**config.mk**
```make
export PLATFORM = sky130hd
export DESIGN_NAME = pct_top
export DESIGN_NICKNAME = d
export VERILOG_FILES = /design/src/pct_pkg.sv /design/src/pct_fifo.sv /design/src/pct_top.sv
export VERILOG_INCLUDE_DIRS = /design/src
export SDC_FILE = /design/constraint.sdc
export NUM_CORES = 1
export LEC_CHECK = 0
export BUFFER_PORTS_ARGS = -buffer_cell sky130_fd_sc_hd__buf_2
export CORE_MARGIN = 1
export CORE_UTILIZATION = 41
export CTS_CLUSTER_DIAMETER = 50
export DETAILED_ROUTE_END_ITERATION = 8
export GPL_TIMING_DRIVEN = 0
export PLACE_DENSITY = 0.61
export SYNTH_ARGS = -nofsm -noshare
export SYNTH_HDL_FRONTEND = slang
export SYNTH_SLANG_ARGS = --single-unit
```
**constraint.sdc**
```tcl
create_clock -name clk_i -period 6.8 [get_ports clk_i]
set_clock_uncertainty 0.05 [all_clocks]
set_input_delay 1.36 -clock clk_i [delete_from_list [all_inputs] [get_ports clk_i]]
set_output_delay 1.36 -clock clk_i [all_outputs]
set_load 0.01 [all_outputs]
```
**src/pct_regs.svh**
```systemverilog
`ifndef PCT_REGS_SVH
`define PCT_REGS_SVH

// ----------------------------------------
// panel geometry and timing
// ----------------------------------------
`define PCT_H_ACTIVE 11'h0280
`define PCT_H_SYNC_START 11'h0290
`define PCT_H_SYNC_END 11'h02F0
`define PCT_H_TOTAL 11'h031F
`define PCT_V_ACTIVE 10'h01E0
`define PCT_V_SYNC_START 10'h01EA
`define PCT_V_SYNC_END 10'h01EC
`define PCT_V_TOTAL 10'h020C
`define PCT_FIFO_DEPTH 8
`define PCT_SLOW_DIV 4'h3
`define PCT_SEQ_STEPS 8'h40
`define PCT_STRAP_WAIT 2'h3
// ----------------------------------------
// field positions
// ----------------------------------------
`define PCT_R_HI 23
`define PCT_R_LO 16
`define PCT_DAC_W 6
`define PCT_TV_NTSC 2'h0
`endif

```
**src/pct_pkg.sv**
```systemverilog
package pct_pkg;
	typedef enum logic [1:0] {pct_tft24, pct_tft18, pct_tft12, pct_tft9} pct_width_type;
	typedef enum logic [1:0] {pct_tft, pct_stn16, pct_stn_dclk, pct_mono} pct_panel_type;
	typedef struct packed {
		logic [23:0] rgb;
		logic [5:0] dac_r;
		logic [5:0] dac_g;
		logic [5:0] dac_b;
		logic [7:0] stn_upper;
	} pct_pixel_type;
	typedef struct packed {
		logic hsync;
		logic vsync;
		logic composite_sync_out;
		logic line_clk;
		logic frame_start;
		logic data_enable;
	} pct_sync_type;
endpackage

```
**src/pct_fifo.sv**
```systemverilog
`timescale 1ns/100ps
module pct_fifo #(
	parameter int WIDTH = 48,
	parameter int DEPTH = 8
) (
	// clock and reset
	input wire logic clk_i,
	input wire logic rst_b_i,
	input wire logic ce_i,
	// fill side
	input wire logic in_valid_i,
	output logic in_ready_o,
	input wire logic [WIDTH-1:0] in_data_i,
	// drain side
	output logic out_valid_o,
	input wire logic out_ready_i,
	output logic [WIDTH-1:0] out_data_o
);
	localparam int AW = $clog2(DEPTH);
	logic [WIDTH-1:0] mem_q [DEPTH];
	logic [AW-1:0] wr_q;
	logic [AW-1:0] rd_q;
	logic [AW:0] cnt_q;
	logic push;
	logic pop;

	function automatic logic [AW-1:0] pct_inc(input logic [AW-1:0] p);
		pct_inc = (p == AW'(DEPTH - 1)) ? '0 : p + 1'b1;
	endfunction

	assign in_ready_o = (cnt_q != (AW+1)'(DEPTH));
	assign out_valid_o = (cnt_q != '0);
	assign push = in_valid_i && in_ready_o && ce_i;
	assign pop = out_valid_o && out_ready_i && ce_i;
	assign out_data_o = mem_q[rd_q];

	always_ff @(posedge clk_i) begin
		if (push) begin
			mem_q[wr_q] <= in_data_i;
		end
	end

	always_ff @(posedge clk_i or negedge rst_b_i) begin
		if (!rst_b_i) begin
			wr_q <= '0;
			rd_q <= '0;
			cnt_q <= '0;
		end else begin
			if (push) begin
				wr_q <= pct_inc(wr_q);
			end
			if (pop) begin
				rd_q <= pct_inc(rd_q);
			end
			cnt_q <= cnt_q + (AW+1)'(push) - (AW+1)'(pop);
		end
	end
endmodule // pct_fifo

```
**src/pct_top.sv**
```systemverilog
`timescale 1ns/100ps
`include "pct_regs.svh"
module pct_top (
	// clock and reset
	input wire logic clk_i,
	input wire logic rst_b_i,
	input wire logic ce_i,
	// pixel stream in
	input wire logic pix_valid_i,
	output logic pix_ready_o,
	input wire pct_pkg::pct_pixel_type pix_i,
	// configuration
	input wire pct_pkg::pct_panel_type panel_type_i,
	input wire pct_pkg::pct_width_type panel_width_i,
	input wire logic hsync_pol_i,
	input wire logic vsync_pol_i,
	input wire logic [1:0] tv_format_field_i,
	input wire logic shared_pin_function_bit_i,
	input wire logic encoder_power_i,
	input wire logic ext_dac_access_i,
	input wire logic pci_mode_i,
	input wire logic panel_power_req_i,
	// pins in
	input wire logic slow_suspend_clock_i,
	input wire logic external_clock_strap_i,
	input wire logic synth_reference_in_i,
	// panel pins
	output logic [23:0] panel_data_o,
	output logic panel_data_line_22_o,
	output logic panel_data_line_23_o,
	output logic panel_data_enable_out_o,
	output logic panel_pixel_shift_clock_o,
	output logic panel_frame_start_o,
	output logic panel_line_clock_o,
	// crt and encoder pins
	output logic [5:0] dac_red_o,
	output logic [5:0] dac_green_o,
	output logic [5:0] dac_blue_o,
	output logic hsync_o,
	output logic vsync_o,
	output logic composite_sync_out_o,
	output logic tv_format_select_out_o,
	output logic shared_select_out_o,
	// status
	output logic external_video_clock_sel_o,
	output logic external_video_clock_in_o,
	output logic panel_power_on_o,
	output logic refresh_tick_o
);
	import pct_pkg::*;

	// ----------------------------------------
	// reset release and pin synchronisers
	// ----------------------------------------
	logic [1:0] rst_sync_q;
	logic rst_b;
	logic [1:0] slow_sync_q;
	logic [1:0] strap_sync_q;
	logic [1:0] ref_sync_q;
	logic slow_last_q;

	always_ff @(posedge clk_i or negedge rst_b_i) begin
		if (!rst_b_i) begin
			rst_sync_q <= 2'h0;
		end else begin
			rst_sync_q <= {rst_sync_q[0], 1'b1};
		end
	end
	assign rst_b = rst_sync_q[1];

	always_ff @(posedge clk_i or negedge rst_b) begin
		if (!rst_b) begin
			slow_sync_q <= 2'h0;
			strap_sync_q <= 2'h0;
			ref_sync_q <= 2'h0;
		end else if (ce_i) begin
			slow_sync_q <= {slow_sync_q[0], slow_suspend_clock_i};
			strap_sync_q <= {strap_sync_q[0], external_clock_strap_i};
			ref_sync_q <= {ref_sync_q[0], synth_reference_in_i};
		end
	end

	// ----------------------------------------
	// external clock strap, caught after reset
	// ----------------------------------------
	logic strap_taken_q;
	logic [1:0] strap_wait_q;
	always_ff @(posedge clk_i or negedge rst_b) begin
		if (!rst_b) begin
			strap_taken_q <= 1'b0;
			strap_wait_q <= 2'h0;
			external_video_clock_sel_o <= 1'b0;
			external_video_clock_in_o <= 1'b0;
		end else if (ce_i) begin
			// wait for the synchroniser to fill before sampling the strap
			if (strap_wait_q != `PCT_STRAP_WAIT) begin
				strap_wait_q <= strap_wait_q + 2'h1;
			end else if (!strap_taken_q) begin
				strap_taken_q <= 1'b1;
				external_video_clock_sel_o <= strap_sync_q[1];
			end
			// reference pin doubles as test video clock; 14.318 MHz otherwise
			external_video_clock_in_o <= external_video_clock_sel_o & ref_sync_q[1];
		end
	end

	// ----------------------------------------
	// slow clock: refresh and power sequencing
	// ----------------------------------------
	logic slow_edge;
	logic [3:0] slow_div_q;
	logic [7:0] seq_cnt_q;
	assign slow_edge = slow_sync_q[1] & ~slow_last_q;

	always_ff @(posedge clk_i or negedge rst_b) begin
		if (!rst_b) begin
			slow_last_q <= 1'b0;
			slow_div_q <= 4'h0;
			refresh_tick_o <= 1'b0;
		end else if (ce_i) begin
			slow_last_q <= slow_sync_q[1];
			refresh_tick_o <= 1'b0;
			if (slow_edge) begin
				if (slow_div_q == `PCT_SLOW_DIV) begin
					slow_div_q <= 4'h0;
					refresh_tick_o <= 1'b1;
				end else begin
					slow_div_q <= slow_div_q + 4'h1;
				end
			end
		end
	end

	always_ff @(posedge clk_i or negedge rst_b) begin
		if (!rst_b) begin
			seq_cnt_q <= 8'h00;
			panel_power_on_o <= 1'b0;
		end else if (ce_i) begin
			// power steps only on slow edges so timing is crystal-independent
			if (panel_power_req_i != panel_power_on_o) begin
				if (slow_edge) begin
					if (seq_cnt_q == `PCT_SEQ_STEPS) begin
						seq_cnt_q <= 8'h00;
						panel_power_on_o <= panel_power_req_i;
					end else begin
						seq_cnt_q <= seq_cnt_q + 8'h01;
					end
				end
			end else begin
				seq_cnt_q <= 8'h00;
			end
		end
	end

	// ----------------------------------------
	// pixel fifo
	// ----------------------------------------
	logic fifo_valid;
	logic fifo_ready;
	pct_pixel_type fifo_pix;
	logic active;

	// eight words ride out short gaps in the pixel source
	pct_fifo #(
		.WIDTH($bits(pct_pixel_type)),
		.DEPTH(`PCT_FIFO_DEPTH)
	) u_fifo (
		.clk_i(clk_i),
		.rst_b_i(rst_b),
		.ce_i(ce_i),
		.in_valid_i(pix_valid_i),
		.in_ready_o(pix_ready_o),
		.in_data_i(pix_i),
		.out_valid_o(fifo_valid),
		.out_ready_i(fifo_ready),
		.out_data_o(fifo_pix)
	);

	// ----------------------------------------
	// raster timing
	// ----------------------------------------
	typedef enum logic [1:0] {pct_idle, pct_run} pct_state_type;
	pct_state_type state_q;
	logic [10:0] hcnt_q;
	logic [9:0] vcnt_q;
	logic shift_q;
	logic pix_phase;

	// two clocks per pixel: low half loads data, high half strobes it
	assign pix_phase = shift_q;
	assign active = (hcnt_q < `PCT_H_ACTIVE) && (vcnt_q < `PCT_V_ACTIVE);
	// stalls the raster when the fifo runs dry during active video
	assign fifo_ready = (state_q == pct_run) && active && !pix_phase;

	always_ff @(posedge clk_i or negedge rst_b) begin
		if (!rst_b) begin
			state_q <= pct_idle;
			hcnt_q <= 11'h000;
			vcnt_q <= 10'h000;
			shift_q <= 1'b0;
		end else if (ce_i) begin
			case (state_q)
				pct_idle: begin
					if (fifo_valid) begin
						state_q <= pct_run;
					end
				end
				pct_run: begin
					if (!active || pix_phase || fifo_valid) begin
						shift_q <= ~shift_q;
						if (pix_phase) begin
							if (hcnt_q == `PCT_H_TOTAL) begin
								hcnt_q <= 11'h000;
								vcnt_q <= (vcnt_q == `PCT_V_TOTAL) ? 10'h000 : vcnt_q + 10'h001;
							end else begin
								hcnt_q <= hcnt_q + 11'h001;
							end
						end
					end
				end
				default: state_q <= pct_idle;
			endcase
		end
	end

	// ----------------------------------------
	// sync generation
	// ----------------------------------------
	function automatic logic pct_in_range(input logic [10:0] v, input logic [10:0] lo,
		input logic [10:0] hi);
		pct_in_range = (v >= lo) && (v < hi);
	endfunction

	// one helper so both syncs invert alike
	function automatic logic pct_polar(input logic level, input logic invert);
		pct_polar = level ^ invert;
	endfunction

	pct_sync_type sync_d;
	always_comb begin
		sync_d.hsync = pct_in_range(hcnt_q, `PCT_H_SYNC_START, `PCT_H_SYNC_END);
		sync_d.vsync = pct_in_range({1'b0, vcnt_q}, {1'b0, `PCT_V_SYNC_START},
			{1'b0, `PCT_V_SYNC_END});
		sync_d.composite_sync_out = sync_d.hsync ^ sync_d.vsync;
		sync_d.line_clk = sync_d.hsync && (hcnt_q == `PCT_H_SYNC_START) && pix_phase;
		sync_d.frame_start = (vcnt_q == 10'h000) && sync_d.line_clk;
		sync_d.data_enable = active && (state_q == pct_run);
	end

	always_ff @(posedge clk_i or negedge rst_b) begin
		if (!rst_b) begin
			hsync_o <= 1'b0;
			vsync_o <= 1'b0;
			composite_sync_out_o <= 1'b0;
			panel_line_clock_o <= 1'b0;
			panel_frame_start_o <= 1'b0;
			panel_pixel_shift_clock_o <= 1'b0;
			panel_data_enable_out_o <= 1'b0;
		end else if (ce_i) begin
			hsync_o <= pct_polar(sync_d.hsync, hsync_pol_i);
			vsync_o <= pct_polar(sync_d.vsync, vsync_pol_i);
			composite_sync_out_o <= sync_d.composite_sync_out;
			panel_line_clock_o <= sync_d.line_clk;
			panel_frame_start_o <= sync_d.frame_start;
			panel_pixel_shift_clock_o <= pix_phase && sync_d.data_enable;
			// dual-clock stn: second shift clock runs in opposite phase
			panel_data_enable_out_o <= (panel_type_i == pct_stn_dclk) ?
				(!pix_phase && sync_d.data_enable) : sync_d.data_enable;
		end
	end

	// ----------------------------------------
	// panel data and dac
	// ----------------------------------------
	// mono panels leave lines 22 and 23 low
	logic [1:0] line_pair;
	always_comb begin
		line_pair = 2'h0;
		if (panel_type_i == pct_tft) begin
			case (panel_width_i)
				pct_tft24: line_pair = {fifo_pix.rgb[23], fifo_pix.rgb[22]};
				pct_tft18: line_pair = {fifo_pix.rgb[21], fifo_pix.rgb[20]};
				pct_tft12: line_pair = {fifo_pix.rgb[19], fifo_pix.rgb[18]};
				pct_tft9: line_pair = {fifo_pix.rgb[18], fifo_pix.rgb[17]};
				default: line_pair = 2'h0;
			endcase
		end else if (panel_type_i != pct_mono) begin
			line_pair = {fifo_pix.stn_upper[3], fifo_pix.stn_upper[2]};
		end
	end

	always_ff @(posedge clk_i or negedge rst_b) begin
		if (!rst_b) begin
			panel_data_o <= 24'h00_0000;
			panel_data_line_22_o <= 1'b0;
			panel_data_line_23_o <= 1'b0;
		end else if (ce_i) begin
			if (fifo_ready && fifo_valid) begin
				panel_data_o <= {line_pair, fifo_pix.rgb[`PCT_R_HI-2:0]};
				panel_data_line_22_o <= line_pair[0];
				panel_data_line_23_o <= line_pair[1];
			end
		end
	end

	// dac follows the same drain strobe as the panel bus
	always_ff @(posedge clk_i or negedge rst_b) begin
		if (!rst_b) begin
			dac_red_o <= 6'h00;
			dac_green_o <= 6'h00;
			dac_blue_o <= 6'h00;
		end else if (ce_i) begin
			if (fifo_ready && fifo_valid) begin
				dac_red_o <= fifo_pix.dac_r;
				dac_green_o <= fifo_pix.dac_g;
				dac_blue_o <= fifo_pix.dac_b;
			end else if (!active) begin
				// blank the dacs outside active video
				dac_red_o <= 6'h00;
				dac_green_o <= 6'h00;
				dac_blue_o <= 6'h00;
			end
		end
	end

	// ----------------------------------------
	// encoder pins
	// ----------------------------------------
	always_ff @(posedge clk_i or negedge rst_b) begin
		if (!rst_b) begin
			tv_format_select_out_o <= 1'b0;
			shared_select_out_o <= 1'b0;
		end else if (ce_i) begin
			// any nonzero field selects pal; field read as a whole
			tv_format_select_out_o <= (tv_format_field_i != `PCT_TV_NTSC);
			if (!shared_pin_function_bit_i) begin
				shared_select_out_o <= encoder_power_i;
			end else begin
				// dac select is unsupported on pci, held low there
				shared_select_out_o <= ext_dac_access_i && !pci_mode_i;
			end
		end
	end
endmodule // pct_top

```
After elaboration in Yosys (flattened, before gate mapping)

Memories as Yosys holds them, arrays and structs flattened.
Cells that the tools add are included.

Order comparisons: 6
Bitwise logic cells: 10
Add/sub/neg operators: 9
Reductions and logical operators: 37
Mux-type cells: 23
Equality and inequality tests: 19

Operator list:

| operator                | number |
|---|---|
| $mux W6                 | 4 |
| $mux W8                 | 3 |
| $eq A11 B10 Y1 const B  | 2 |
| $lt A11 B10 Y1 const B  | 2 |
| $lt A10 B9 Y1 const B   | 2 |
| $logic_and A1 B1 Y1     | 14 |
| $reduce_and A2 Y1       | 6 |
| $add A11 B1 Y11 const B | 1 |
| $ge A11 B10 Y1 const B  | 1 |
| $mux W11                | 1 |
| $add A10 B1 Y10 const B | 1 |
| $eq A10 B10 Y1 const B  | 1 |
| $ge A10 B9 Y1 const B   | 1 |
| $logic_not A10 Y1       | 1 |
| $mux W10                | 1 |
| $reduce_and A3 Y1       | 3 |
| $add A8 B1 Y8 const B   | 1 |
| $eq A8 B7 Y1 const B    | 1 |
| $ne A2 B2 Y1 const B    | 4 |
| $pmux W2 S4             | 1 |
| $reduce_and A4 Y1       | 2 |
| $add A3 B1 Y3 const B   | 2 |
| $eq A2 B2 Y1 const B    | 3 |
| $eq A3 B3 Y1 const B    | 2 |
| 23 further kinds        | 44 |

Output and inout bits: 58
Register bits after elaboration: 115
Bits of input ports: 70
Memories: 1
Memory bits (writable): 400
Word-level logic and storage cells: 140

Memory list:

| memory       | words | width | rd ports | clocked after memory_dff | wr ports | line           | source |
|---|---|---|---|---|---|---|---|
| u_fifo.mem_q | 8     | 50    | 1        | 0                        | 1        | pct_fifo.sv:20 | `logic [WIDTH-1:0] mem_q [DEPTH];` |

Depth between registers and ports, before layout

Gate-level depths: netlist (run 1).

Depth after elaboration: 7
Mapped depth: 12
Gate-level depth less buffers: 11

By module

Synthesis (run 1) repeated with hierarchy kept, for this count alone.

Cells, all modules: 1017
Area total of the unflattened synthesis: 20170.6 µm²

By module, submodules not included:

| module   | times used | area an instance (µm²) | cells an instance |
|---|---|---|---|
| pct_fifo | 1          | 15623.7                | 637 |
| pct_top  | 1          | 4546.9                 | 380 |

Worst setup path before layout (run 1)

No wires, ideal clock.

Path kind: input to register
Start point: input port ce_i
End point: memory u_fifo.mem_q[0][10] (netlist name) (enable)
Path slack: -92 ps
Stages: 4
Data arrival time: 6286 ps
Library setup time: 556 ps
Required time: 6194 ps
Cell sequence: buf_4 clkbuf_1 nand3_1 nor4_1

Longest elaborated chain between the ends: 3

RTL lines:

| item                          | line           | source |
|---|---|---|
| start, declared               | pct_top.sv:7   | `input wire logic ce_i,` |
| $logic_and A1 B1 Y1           | pct_fifo.sv:33 | `assign push = in_valid_i && in_ready_o && ce_i;` |
| $mux W1                       | pct_fifo.sv:38 | `if (push) begin` |
| $mux W1 (implied by the code) | pct_fifo.sv:39 | `mem_q[wr_q] <= in_data_i;` |
| end, declared                 | pct_fifo.sv:20 |  |

No other way between the ends.

Worst setup path after layout (run 1)

Start point: input port ce_i
End point: memory u_fifo.mem_q[3][9] (netlist name) (enable)

Longest elaborated chain between the ends: 3

RTL lines:

| item                          | line           | source |
|---|---|---|
| $logic_and A1 B1 Y1           | pct_fifo.sv:33 |  |
| net u_fifo.push               | pct_fifo.sv:24 | `logic push;` |
| $mux W1                       | pct_fifo.sv:38 |  |
| $mux W1 (implied by the code) | pct_fifo.sv:39 |  |

The timed path passes the listed nets, and every way through them passes these cells.

==> run_results.csv, run 1 <==
group,metric,value,unit
die,ioPinCount,128,
synthesis,postSynthCellCount,980,
timing,slew_headroom,31.17,%
cells_and_area,layout-drive-gt1-share,31.14,%
route,dr.first_iter.drc_count,601,
die,core,0.04346,sq mm
min_path,min_path_type,"flop to asynchronous set/reset pin",
power_and_ir_drop,power_density,391.0,mW/mm^2
cells_and_area,layoutNonFillerInstCount,1815,
timing,postLayoutSetupSlackWorst,2873,ps
timing,maxSlewViolCount,0,
setup_path,required,7050,ps
die,rows,76,
clock_tree,ctsRootBufferMaster,"clkbuf_16",
global_routing,track_usage,18.11,%
route,finalWirelength,39350,um
synthesis,seq_area_frac_synth,73.38,%
timing,setup_viol,0,
route,routedWlPerCell,21.68,um
synthesis,netlist.area_leader.share,58.00,%
timing,worst_pin_slew,1027,ps
cells_and_area,synthToLayoutAreaGrowth,20.20,%
synthesis,yosys_most_used_dff,"edfxtp_1",
power_and_ir_drop,sw_frac_of_total,28.80,%
cells_and_area,nFillCells,3602,
cells_and_area,final_nets,1274,
clock_tree,cts_resized,0,
place,numPortBuffers,120,
die,start_util,41.94,%
global_routing,gr-usage-met1,25.82,%
power_and_ir_drop,p_int,6.099,mW
setup_path,path_depth,8,
global_routing,grt_overflow,0,
power_and_ir_drop,ir_drop,0.2320,mV
status,status,"finished clean",
clock_tree,cts-htree-levels,2,
setup_path,crit_buf_inv,5,
route,first_pass_iters,4,
power_and_ir_drop,power_frac_comb,24.0,%
clock_tree,clockBufferDepth,3,
global_routing,grt_max_degree,57,
timing,clock.fmax,0.2546,GHz
global_routing,first_global_vias,9712,
synthesis,synthArstFlopShare,24.14,%
place,post-place-cells,1717,
clock_tree,numCtsBuffers,52,
setup_path,cp.arrival,4170,ps
setup_path,crit_type,"input port to flop",
clock_tree,cts_hold_buffers,0,
timing,timing.final.crit_share,57.76,%
die,die_h,212.8,um
global_routing,grtUsageMet3,3.942,%
synthesis,yosysTopAreaCell,"edfxtp_1",
global_routing,met2_usage,28.37,%
global_routing,grt_pass1_wl,60150,um
die,die_w,212.8,um
setup_path,crit_slowest_cell,"nor2_4",
route,drc,0,
setup_path,cp_top_family,"simple AND/OR/NAND/NOR gates",
route,ant_nets,0,
clock_tree,numClockSinks,464,
setup_path,slowest_delay,770,ps
job,max-cap-violations,0,
power_and_ir_drop,p_seq_share,42.1,%
synthesis,ys_top_cells_by_count,"352 x edfxtp_1, 112 x dfrtp_1, 88 x mux4_2",
place,hpwlAfterDp,25970,um
power_and_ir_drop,p_leak,7.951,nW
cells_and_area,multiInputGateArea,0.004582,sq mm
setup_path,crit_top_cell,"buf_16",
synthesis,synth_area,0.01822,sq mm
die,dieArea,0.04530,sq mm
synthesis,synthTopCellsByArea,"edfxtp_1 58%, dfrtp_1 15%, mux4_2 11%",
place,pre_cts_ws,2218,ps
setup_path,end_kind,"flop",
timing,hold_slack,195.1,ps
synthesis,yosysUniqueCellTypes,58,
clock_tree,cts_tree,"yes",
timing,rsz0062_at_grt,"false",
timing,hold_viol,0,
synthesis,synth-edff-count,352,
synthesis,yosys_warnings,0,
power_and_ir_drop,clockPowerShare,33.8,%
setup_path,startpoint_type,"input port",
global_routing,grt_busiest_layer,"met2",
synthesis,synth.most_common_cell,"edfxtp_1",
place,gp_congestion,0.8175,
synthesis,syn_area_per_cell,18.60,sq um
route,viasPerCell,5.273,
route,dr_total_vias,9571,
setup_path,path_cells,"buf_4 -> clkbuf_1 -> nand3_1 -> inv_1 -> nand2_1 -> nor2_4 -> buf_16 -> buf_16",
clock_tree,cts_setup_buffers,0,
power_and_ir_drop,p_sw,2.467,mW
timing,min_period,3927,ps
clock_tree,clk_latency,610,ps
cells_and_area,n_antenna_cell,0,
global_routing,antenna_found_initial,4,
setup_path,reg2regPathDepth,9,
synthesis,synth_seq_cells,464,
clock_tree,path_clk_slew,60,ps
cells_and_area,fin_util,50.41,%
synthesis,synth_nets,1068,
cells_and_area,regArea,0.01338,sq mm
setup_path,cp_max_fo,19,
[routing by layer]
| metal | up-vias | wire length, um | part of all wire (%) |
|---|---|---|---|
| met4 | 8 | 611 | 1.6 |
| met5 | - | 54 | 0.14 |
| li1 | 4277 | - | - |
| met2 | 271 | 18450 | 47 |
| met3 | 56 | 2295 | 5.8 |
| met1 | 4959 | 17940 | 46 |
[path summary, 6_finish.rpt]
| check | to | slack [ps] | startpoint |
|---|---|---|---|
| setup / recovery | u_fifo.mem_q[3][9] | 2870 | ce_i |
| hold / removal | panel_data_o[9] | 200 | rst_sync_q[1] |
| setup reg to reg | u_fifo.mem_q[3][9] | 3640 | u_fifo.cnt_q[2] |
| hold reg to reg | panel_data_o[9] | 200 | rst_sync_q[1] |
| max in group asynchronous | vcnt_q[0] | 5580 | rst_sync_q[1] |
| min in group clk_i | rst_sync_q[1] | 300 | rst_sync_q[0] |
[power by group through the flow]
stage               clock (mW)  combinational [mW]  sequential (mW)
floorplan                    0                1.32             3.69
global placement             0                1.99             3.69
detailed placement           0                2.10             3.66
CTS                       2.96                2.11             3.61
global route              3.08                2.25             3.65
finish                    2.90                2.06             3.61
[kinds of logic after synthesis]
group	Yosys count	share of synthesized area [%]
AO/OA/AOI/OAI	90	3.275
XOR/XNOR	28	1.346
adder cells (fa/ha/maj)	18	1.277
buffers and inverters	63	1.799
flip-flops	464	73.38
multiplexers	145	14.08
other	1	0.02058
AND/OR/NAND/NOR	171	4.826
[cell type report]
| cell class | instances | share of cell area [%] |
|---|---|---|
| flip-flops and latches | 464 | 61.06 |
| multi-input cells | 453 | 20.91 |
| clock buffers | 70 | 6.528 |
| repair buffers | 152 | 4.889 |
| well taps | 585 | 3.341 |
| clock inverters | 28 | 1.771 |
| plain buffers | 42 | 1.125 |
| inverters | 21 | 0.3712 |
[state kept, by name (all words and copies together) (netlist names), 3 cells and up]
name,count
u_fifo.mem_q,352
panel_data_o,24
hcnt_q,11
vcnt_q,10
seq_cnt_q,8
dac_blue_o,6
dac_green_o,6
dac_red_o,6
slow_div_q,4
u_fifo.cnt_q,4
u_fifo.rd_q,3
u_fifo.wr_q,3
[layout by cell type (no fill, tap or decap), types with 11 or more instances in the layout]
| cell type | count |
|---|---|
| buf_2 | 140 |
| buf_6 | 24 |
| clkbuf_1 | 20 |
| clkbuf_16 | 53 |
| dfrtp_1 | 111 |
| edfxtp_1 | 352 |
| ha_1 | 17 |
| inv_1 | 19 |
| mux2_2 | 11 |
| mux2i_1 | 46 |
| mux4_2 | 88 |
| nand2_1 | 59 |
| nand3_1 | 14 |
| nor2_1 | 30 |
| o21ai_0 | 39 |
| o2bb2ai_1 | 21 |
| xnor2_1 | 16 |
| xor2_1 | 12 |
[per-stage QoR]
stage	total power, mW	area (sq um)	setup TNS (ps)
6_report	8.566	21910	0
5_1_grt	8.974	21910	0
4_1_cts	8.687	21910	0
3_5_place_dp	5.763	20090	0
3_3_place_gp	5.676	19560	-589340
2_1_floorplan	5.007	18230	0
Power figures use the tool's default switching activity.
==> run 2: changes to the inputs <==
- ABC_AREA: default -> 1
- clock period: 6.8 -> 4.1 ns (I/O delays scaled with it)
==> run_results.csv, run 2 <==
group,metric,value,unit
status,status,"finished clean",
route,dr.first_iter.drc_count,1094,
synthesis,synth_nets,1691,
cells_and_area,fin_util,48.96,%
power_and_ir_drop,ir_drop,0.3828,mV
synthesis,yosys_warnings,0,
die,ioPinCount,128,
global_routing,antenna_found_initial,6,
place,pre_cts_ws,902.6,ps
synthesis,yosysTopAreaCell,"edfxtp_1",
synthesis,postSynthCellCount,1603,
timing,worst_pin_slew,935.2,ps
synthesis,synthTopCellsByArea,"edfxtp_1 56%, dfrtp_1 15%, nand2_1 6.6%",
timing,min_period,2790,ps
setup_path,required,4540,ps
clock_tree,cts-htree-levels,2,
job,max-cap-violations,0,
die,core,0.04538,sq mm
timing,slew_headroom,37.51,%
clock_tree,cts_resized,0,
clock_tree,clk_latency,620,ps
cells_and_area,synthToLayoutAreaGrowth,18.01,%
synthesis,synth-edff-count,352,
clock_tree,cts_tree,"yes",
route,finalWirelength,47940,um
synthesis,yosysUniqueCellTypes,44,
synthesis,syn_area_per_cell,11.75,sq um
cells_and_area,top_register,"u_fifo.mem_q",
cells_and_area,regArea,0.01338,sq mm
route,first_pass_iters,5,
place,numPortBuffers,121,
global_routing,grt_max_degree,62,
place,post-place-cells,2335,
global_routing,track_usage,20.67,%
cells_and_area,final_nets,1877,
die,dieArea,0.04679,sq mm
cells_and_area,layout-drive-gt1-share,15.17,%
cells_and_area,top_regs,"u_fifo.mem_q x352, panel_data_o x24, hcnt_q x11",
clock_tree,ctsRootBufferMaster,"clkbuf_16",
timing,hold_viol,0,
setup_path,cp.arrival,3230,ps
global_routing,first_global_vias,12750,
timing,rsz0062_at_grt,"false",
synthesis,synth.most_common_cell,"edfxtp_1",
setup_path,cp_max_fo,10,
timing,postLayoutSetupSlackWorst,1310,ps
global_routing,grt_pass1_wl,73840,um
min_path,min_path_type,"flop to flop",
cells_and_area,layoutNonFillerInstCount,2433,
cells_and_area,layout_commonest_cell,"edfxtp_1",
clock_tree,numCtsBuffers,51,
synthesis,seq_area_frac_synth,71.02,%
place,hpwlAfterDp,31090,um
cells_and_area,layout_common_cells,"352 x edfxtp_1, 332 x nand2_1, 148 x buf_2, 138 x nand3_1, 131 x nor2_1",
timing,fin_setup_tns,0,ps
die,start_util,41.49,%
power_and_ir_drop,p_leak,8.648,nW
setup_path,end_kind,"flop",
synthesis,synth_seq_cells,464,
synthesis,synth_area,0.01883,sq mm
cells_and_area,largest_register_ffs,352,
min_path,min_path_cells,0,
clock_tree,numClockSinks,464,
die,rows,78,
route,viasPerCell,5.280,
cells_and_area,nFillCells,4066,
setup_path,reg2regPathDepth,15,
synthesis,synthArstFlopShare,24.14,%
timing,clock.fmax,0.3584,GHz
synthesis,ys_top_cells_by_count,"352 x edfxtp_1, 332 x nand2_1, 139 x nor2_1",
route,ant_nets,0,
global_routing,grt_overflow,0,
timing,setup_viol,0,
cells_and_area,multiInputGateArea,0.004752,sq mm
synthesis,yosys_most_used_dff,"edfxtp_1",
route,drc,0,
power_and_ir_drop,power_density,497.0,mW/mm^2
timing,maxSlewViolCount,0,
setup_path,startpoint_type,"flop",
die,die_w,216.3,um
route,routedWlPerCell,19.70,um
place,gp_congestion,0.8454,
setup_path,crit_type,"flop to flop",
clock_tree,clockBufferDepth,3,
timing,timing.final.crit_share,68.06,%
die,die_h,216.3,um
clock_tree,path_clk_slew,60,ps
synthesis,netlist.area_leader.share,56.14,%
route,dr_total_vias,12850,
[run 2: timing repair]
item	CTS	global route
setup buffers	0	0
hold endpoints to repair	2	0
hold buffers	1	0
[run 2: report_power, final]
part	switching, mW	internal (mW)
sequential	0.168	5.46
clock	1.91	2.63
combinational	0.576	0.294
[run 2: cells by family after synthesis]
group                    count (synthesis)  share of synthesized area, %
multiplexers                             3                        0.1661
buffers and inverters                  177                         4.060
AND/OR/NAND/NOR                        658                         14.78
adder cells (fa/ha/maj)                 18                         1.236
flip-flops                             464                         71.02
other                                    1                       0.01992
AO/OA/AOI/OAI                          266                         7.974
XOR/XNOR                                16                        0.7442
[run 2: routing by layer]
layer  GRT usage [%]  vias to the layer above  share of wire (%)
li1                -                     6029                  -
met3           3.775                       98                7.1
met2           32.92                      458                 46
met5               0                        -               0.10
met4           7.676                        8                3.1
met1           28.28                     6253                 44
[run 2: worst max-delay path: stages, from the launching register on]
cell and delay (ps):
dfrtp_1 430, nand2_1 140, nor3_4 210, nor2_2 60, nand2_2 100, nor2_2 60, nand2_2 110, buf_6 190
inv_4 100, buf_6 170, ha_1 290, inv_1 50, ha_1 150, inv_1 50, fa_1 480, inv_1 40
[run 2: path summary, 6_finish.rpt]
path	startpoint	to	slack (ps)
setup / recovery	vcnt_q[6]	u_fifo.cnt_q[1]	1310
hold / removal	rst_sync_q[0]	rst_sync_q[1]	310
setup reg to reg	vcnt_q[6]	u_fifo.cnt_q[1]	1310
hold reg to reg	rst_sync_q[0]	rst_sync_q[1]	310
max in group asynchronous	rst_sync_q[1]	panel_data_o[1]	2820
min in group asynchronous	rst_sync_q[1]	vcnt_q[6]	390
[run 2: stage by stage]
step                instance area, sq um  hold WS [ps]  total power [mW]
floorplan                          18830         281.2             6.214
global placement                   20190         290.4             6.490
detailed placement                 20510         299.7             6.596
CTS                                22220         320.1             11.13
global route                       22220         333.6             11.48
finish                             22220         309.5             11.04
[run 2: final cells by class]
| type | instances | share of cell area (%) |
|---|---|---|
| repair buffers | 133 | 3.930 |
| diodes | 1 | 0.01126 |
| well taps | 600 | 3.379 |
| plain buffers | 82 | 1.824 |
| clock inverters | 28 | 1.306 |
| flip-flops and latches | 464 | 60.20 |
| clock buffers | 68 | 6.346 |
| inverters | 95 | 1.616 |
| multi-input cells | 962 | 21.39 |
==> run 3: changes to the inputs <==
- PLACE_DENSITY: 0.61 -> 0.63
- clock period: 4.1 -> 2.49 ns (I/O delays scaled with it)
==> run_results.csv, run 3 (synthesis results as in run 2) <==
group,metric,value,unit
power_and_ir_drop,ir_drop,0.5526,mV
timing,timing.final.crit_share,96.20,%
cells_and_area,final_nets,1905,
route,drc,0,
power_and_ir_drop,power_density,836.2,mW/mm^2
cells_and_area,layoutNonFillerInstCount,2464,
cells_and_area,nFillCells,3946,
die,dieArea,0.04679,sq mm
place,dpl_cell_area,0.02052,sq mm
route,finalWirelength,49300,um
place,pre_cts_ws,-420.4,ps
die,ioPinCount,128,
timing,slew_headroom,44.51,%
job,max-cap-violations,0,
die,core,0.04538,sq mm
setup_path,cp.arrival,2830,ps
global_routing,antenna_found_initial,6,
route,viasPerCell,5.293,
timing,clock.fmax,0.4175,GHz
cells_and_area,regArea,0.01338,sq mm
global_routing,grt_max_degree,51,
min_path,min_path_type,"input port to flop",
setup_path,crit_slowest_cell,"fa_2",
power_and_ir_drop,p_leak,8.863,nW
cells_and_area,layout_commonest_cell,"edfxtp_1",
cells_and_area,top_regs,"u_fifo.mem_q x352, panel_data_o x24, hcnt_q x11",
timing,hold_slack,58.27,ps
setup_path,crit_type,"flop to flop",
global_routing,grt_pass1_wl,75380,um
cells_and_area,largest_register_ffs,352,
timing,maxSlewViolCount,0,
global_routing,first_global_vias,12930,
setup_path,required,2920,ps
route,dr_total_vias,13040,
place,post-place-cells,2336,
route,routedWlPerCell,20.01,um
cells_and_area,multiInputGateArea,0.004865,sq mm
timing,fin_setup_tns,0,ps
die,die_w,216.3,um
timing,min_period,2395,ps
clock_tree,numClockSinks,464,
die,die_h,216.3,um
route,dr.first_iter.drc_count,1319,
setup_path,end_kind,"flop",
timing,worst_pin_slew,830.3,ps
route,first_pass_iters,5,
cells_and_area,layout-drive-gt1-share,17.95,%
clock_tree,numCtsBuffers,52,
clock_tree,ctsRootBufferMaster,"clkbuf_16",
route,ant_nets,0,
power_and_ir_drop,finalPower,18.98,mW
die,start_util,41.49,%
cells_and_area,fin_util,50.03,%
clock_tree,clockBufferDepth,3,
global_routing,grt_overflow,0,
cells_and_area,layout_common_cells,"352 x edfxtp_1, 327 x nand2_1, 148 x buf_2, 136 x nand3_1, 129 x nor2_1",
clock_tree,cts_tree,"yes",
setup_path,cp_max_fo,4,
clock_tree,path_clk_slew,60,ps
setup_path,path_cells,"nand2_2 -> nand2_1 -> nor2_2 -> nand2_2 -> nor2_4 -> nand2_4 -> inv_12 -> buf_12 -> ha_4 -> inv_1 -> ha_2 -> inv_2 -> fa_2 -> inv_1",
timing,hold_viol,0,
clock_tree,cts-htree-levels,2,
setup_path,startpoint_type,"flop",
cells_and_area,top_register,"u_fifo.mem_q",
timing,postLayoutSetupSlackWorst,94.53,ps
cells_and_area,fin_area,0.02270,sq mm
place,numPortBuffers,121,
timing,setup_viol,0,
die,rows,78,
clock_tree,clk_latency,610,ps
global_routing,track_usage,21.22,%
status,status,"finished clean",
cells_and_area,synthToLayoutAreaGrowth,20.58,%
place,gp_congestion,0.8216,
setup_path,slowest_delay,530,ps
place,hpwlAfterDp,31130,um
## run 3: repair_timing
action	4_1_cts	5_1_grt
hold buffers	1	0
endpoints found under the hold margin	2	0
cloned	2	1
setup endpoints to repair	284	89
gates resized for setup	24	15
pin swaps	10	9
buffers inserted	21	3
## run 3: final timing paths
kind                                      start              end  slack (ps)  cells past startpoint
hold / removal             synth_reference_in_i    ref_sync_q[0]          60                      3
setup reg to reg                      hcnt_q[9]  u_fifo.cnt_q[1]          90                     14
max in group asynchronous         rst_sync_q[1]     seq_cnt_q[3]        1560                      1
hold reg to reg                   rst_sync_q[1]        hcnt_q[8]         200                      0
setup / recovery                      hcnt_q[9]  u_fifo.cnt_q[1]          90                     14
min in group asynchronous               rst_b_i    rst_sync_q[1]         160                      2
## run 3: power breakdown
group | internal, mW | total (mW) | switching (mW)
Combinational | 0.575 | 1.64 | 1.07
Clock | 4.76 | 8.08 | 3.32
Sequential | 8.98 | 9.26 | 0.278
## run 3: worst max-delay path: cells and delay by family (launching register included)
family / cells / cell delay [ps]
adders and majority gates: 3 / 890
buffers and inverters: 5 / 300
and+or+nand+nor: 6 / 600
DFF: 1 / 430
## run 3: final cells by class
type | instances | share of cell area (%)
well taps | 600 | 3.307
flip-flops and latches | 464 | 58.93
diodes | 3 | 0.03307
multi-input cells | 965 | 21.43
plain buffers | 81 | 1.780
clock inverters | 40 | 2.237
inverters | 95 | 1.648
clock buffers | 58 | 5.830
repair buffers | 158 | 4.805
## run 3: routing by layer
layer / vias up / part of all wire (%) / track usage (%) / wire length [um]
li1: 6097 / - / - / -
met1: 6370 / 42 / 27.77 / 20690
met2: 471 / 48 / 35.69 / 23900
met3: 99 / 6.8 / 3.382 / 3337
met4: 6 / 2.7 / 7.653 / 1323
met5: - / 0.083 / 0 / 41
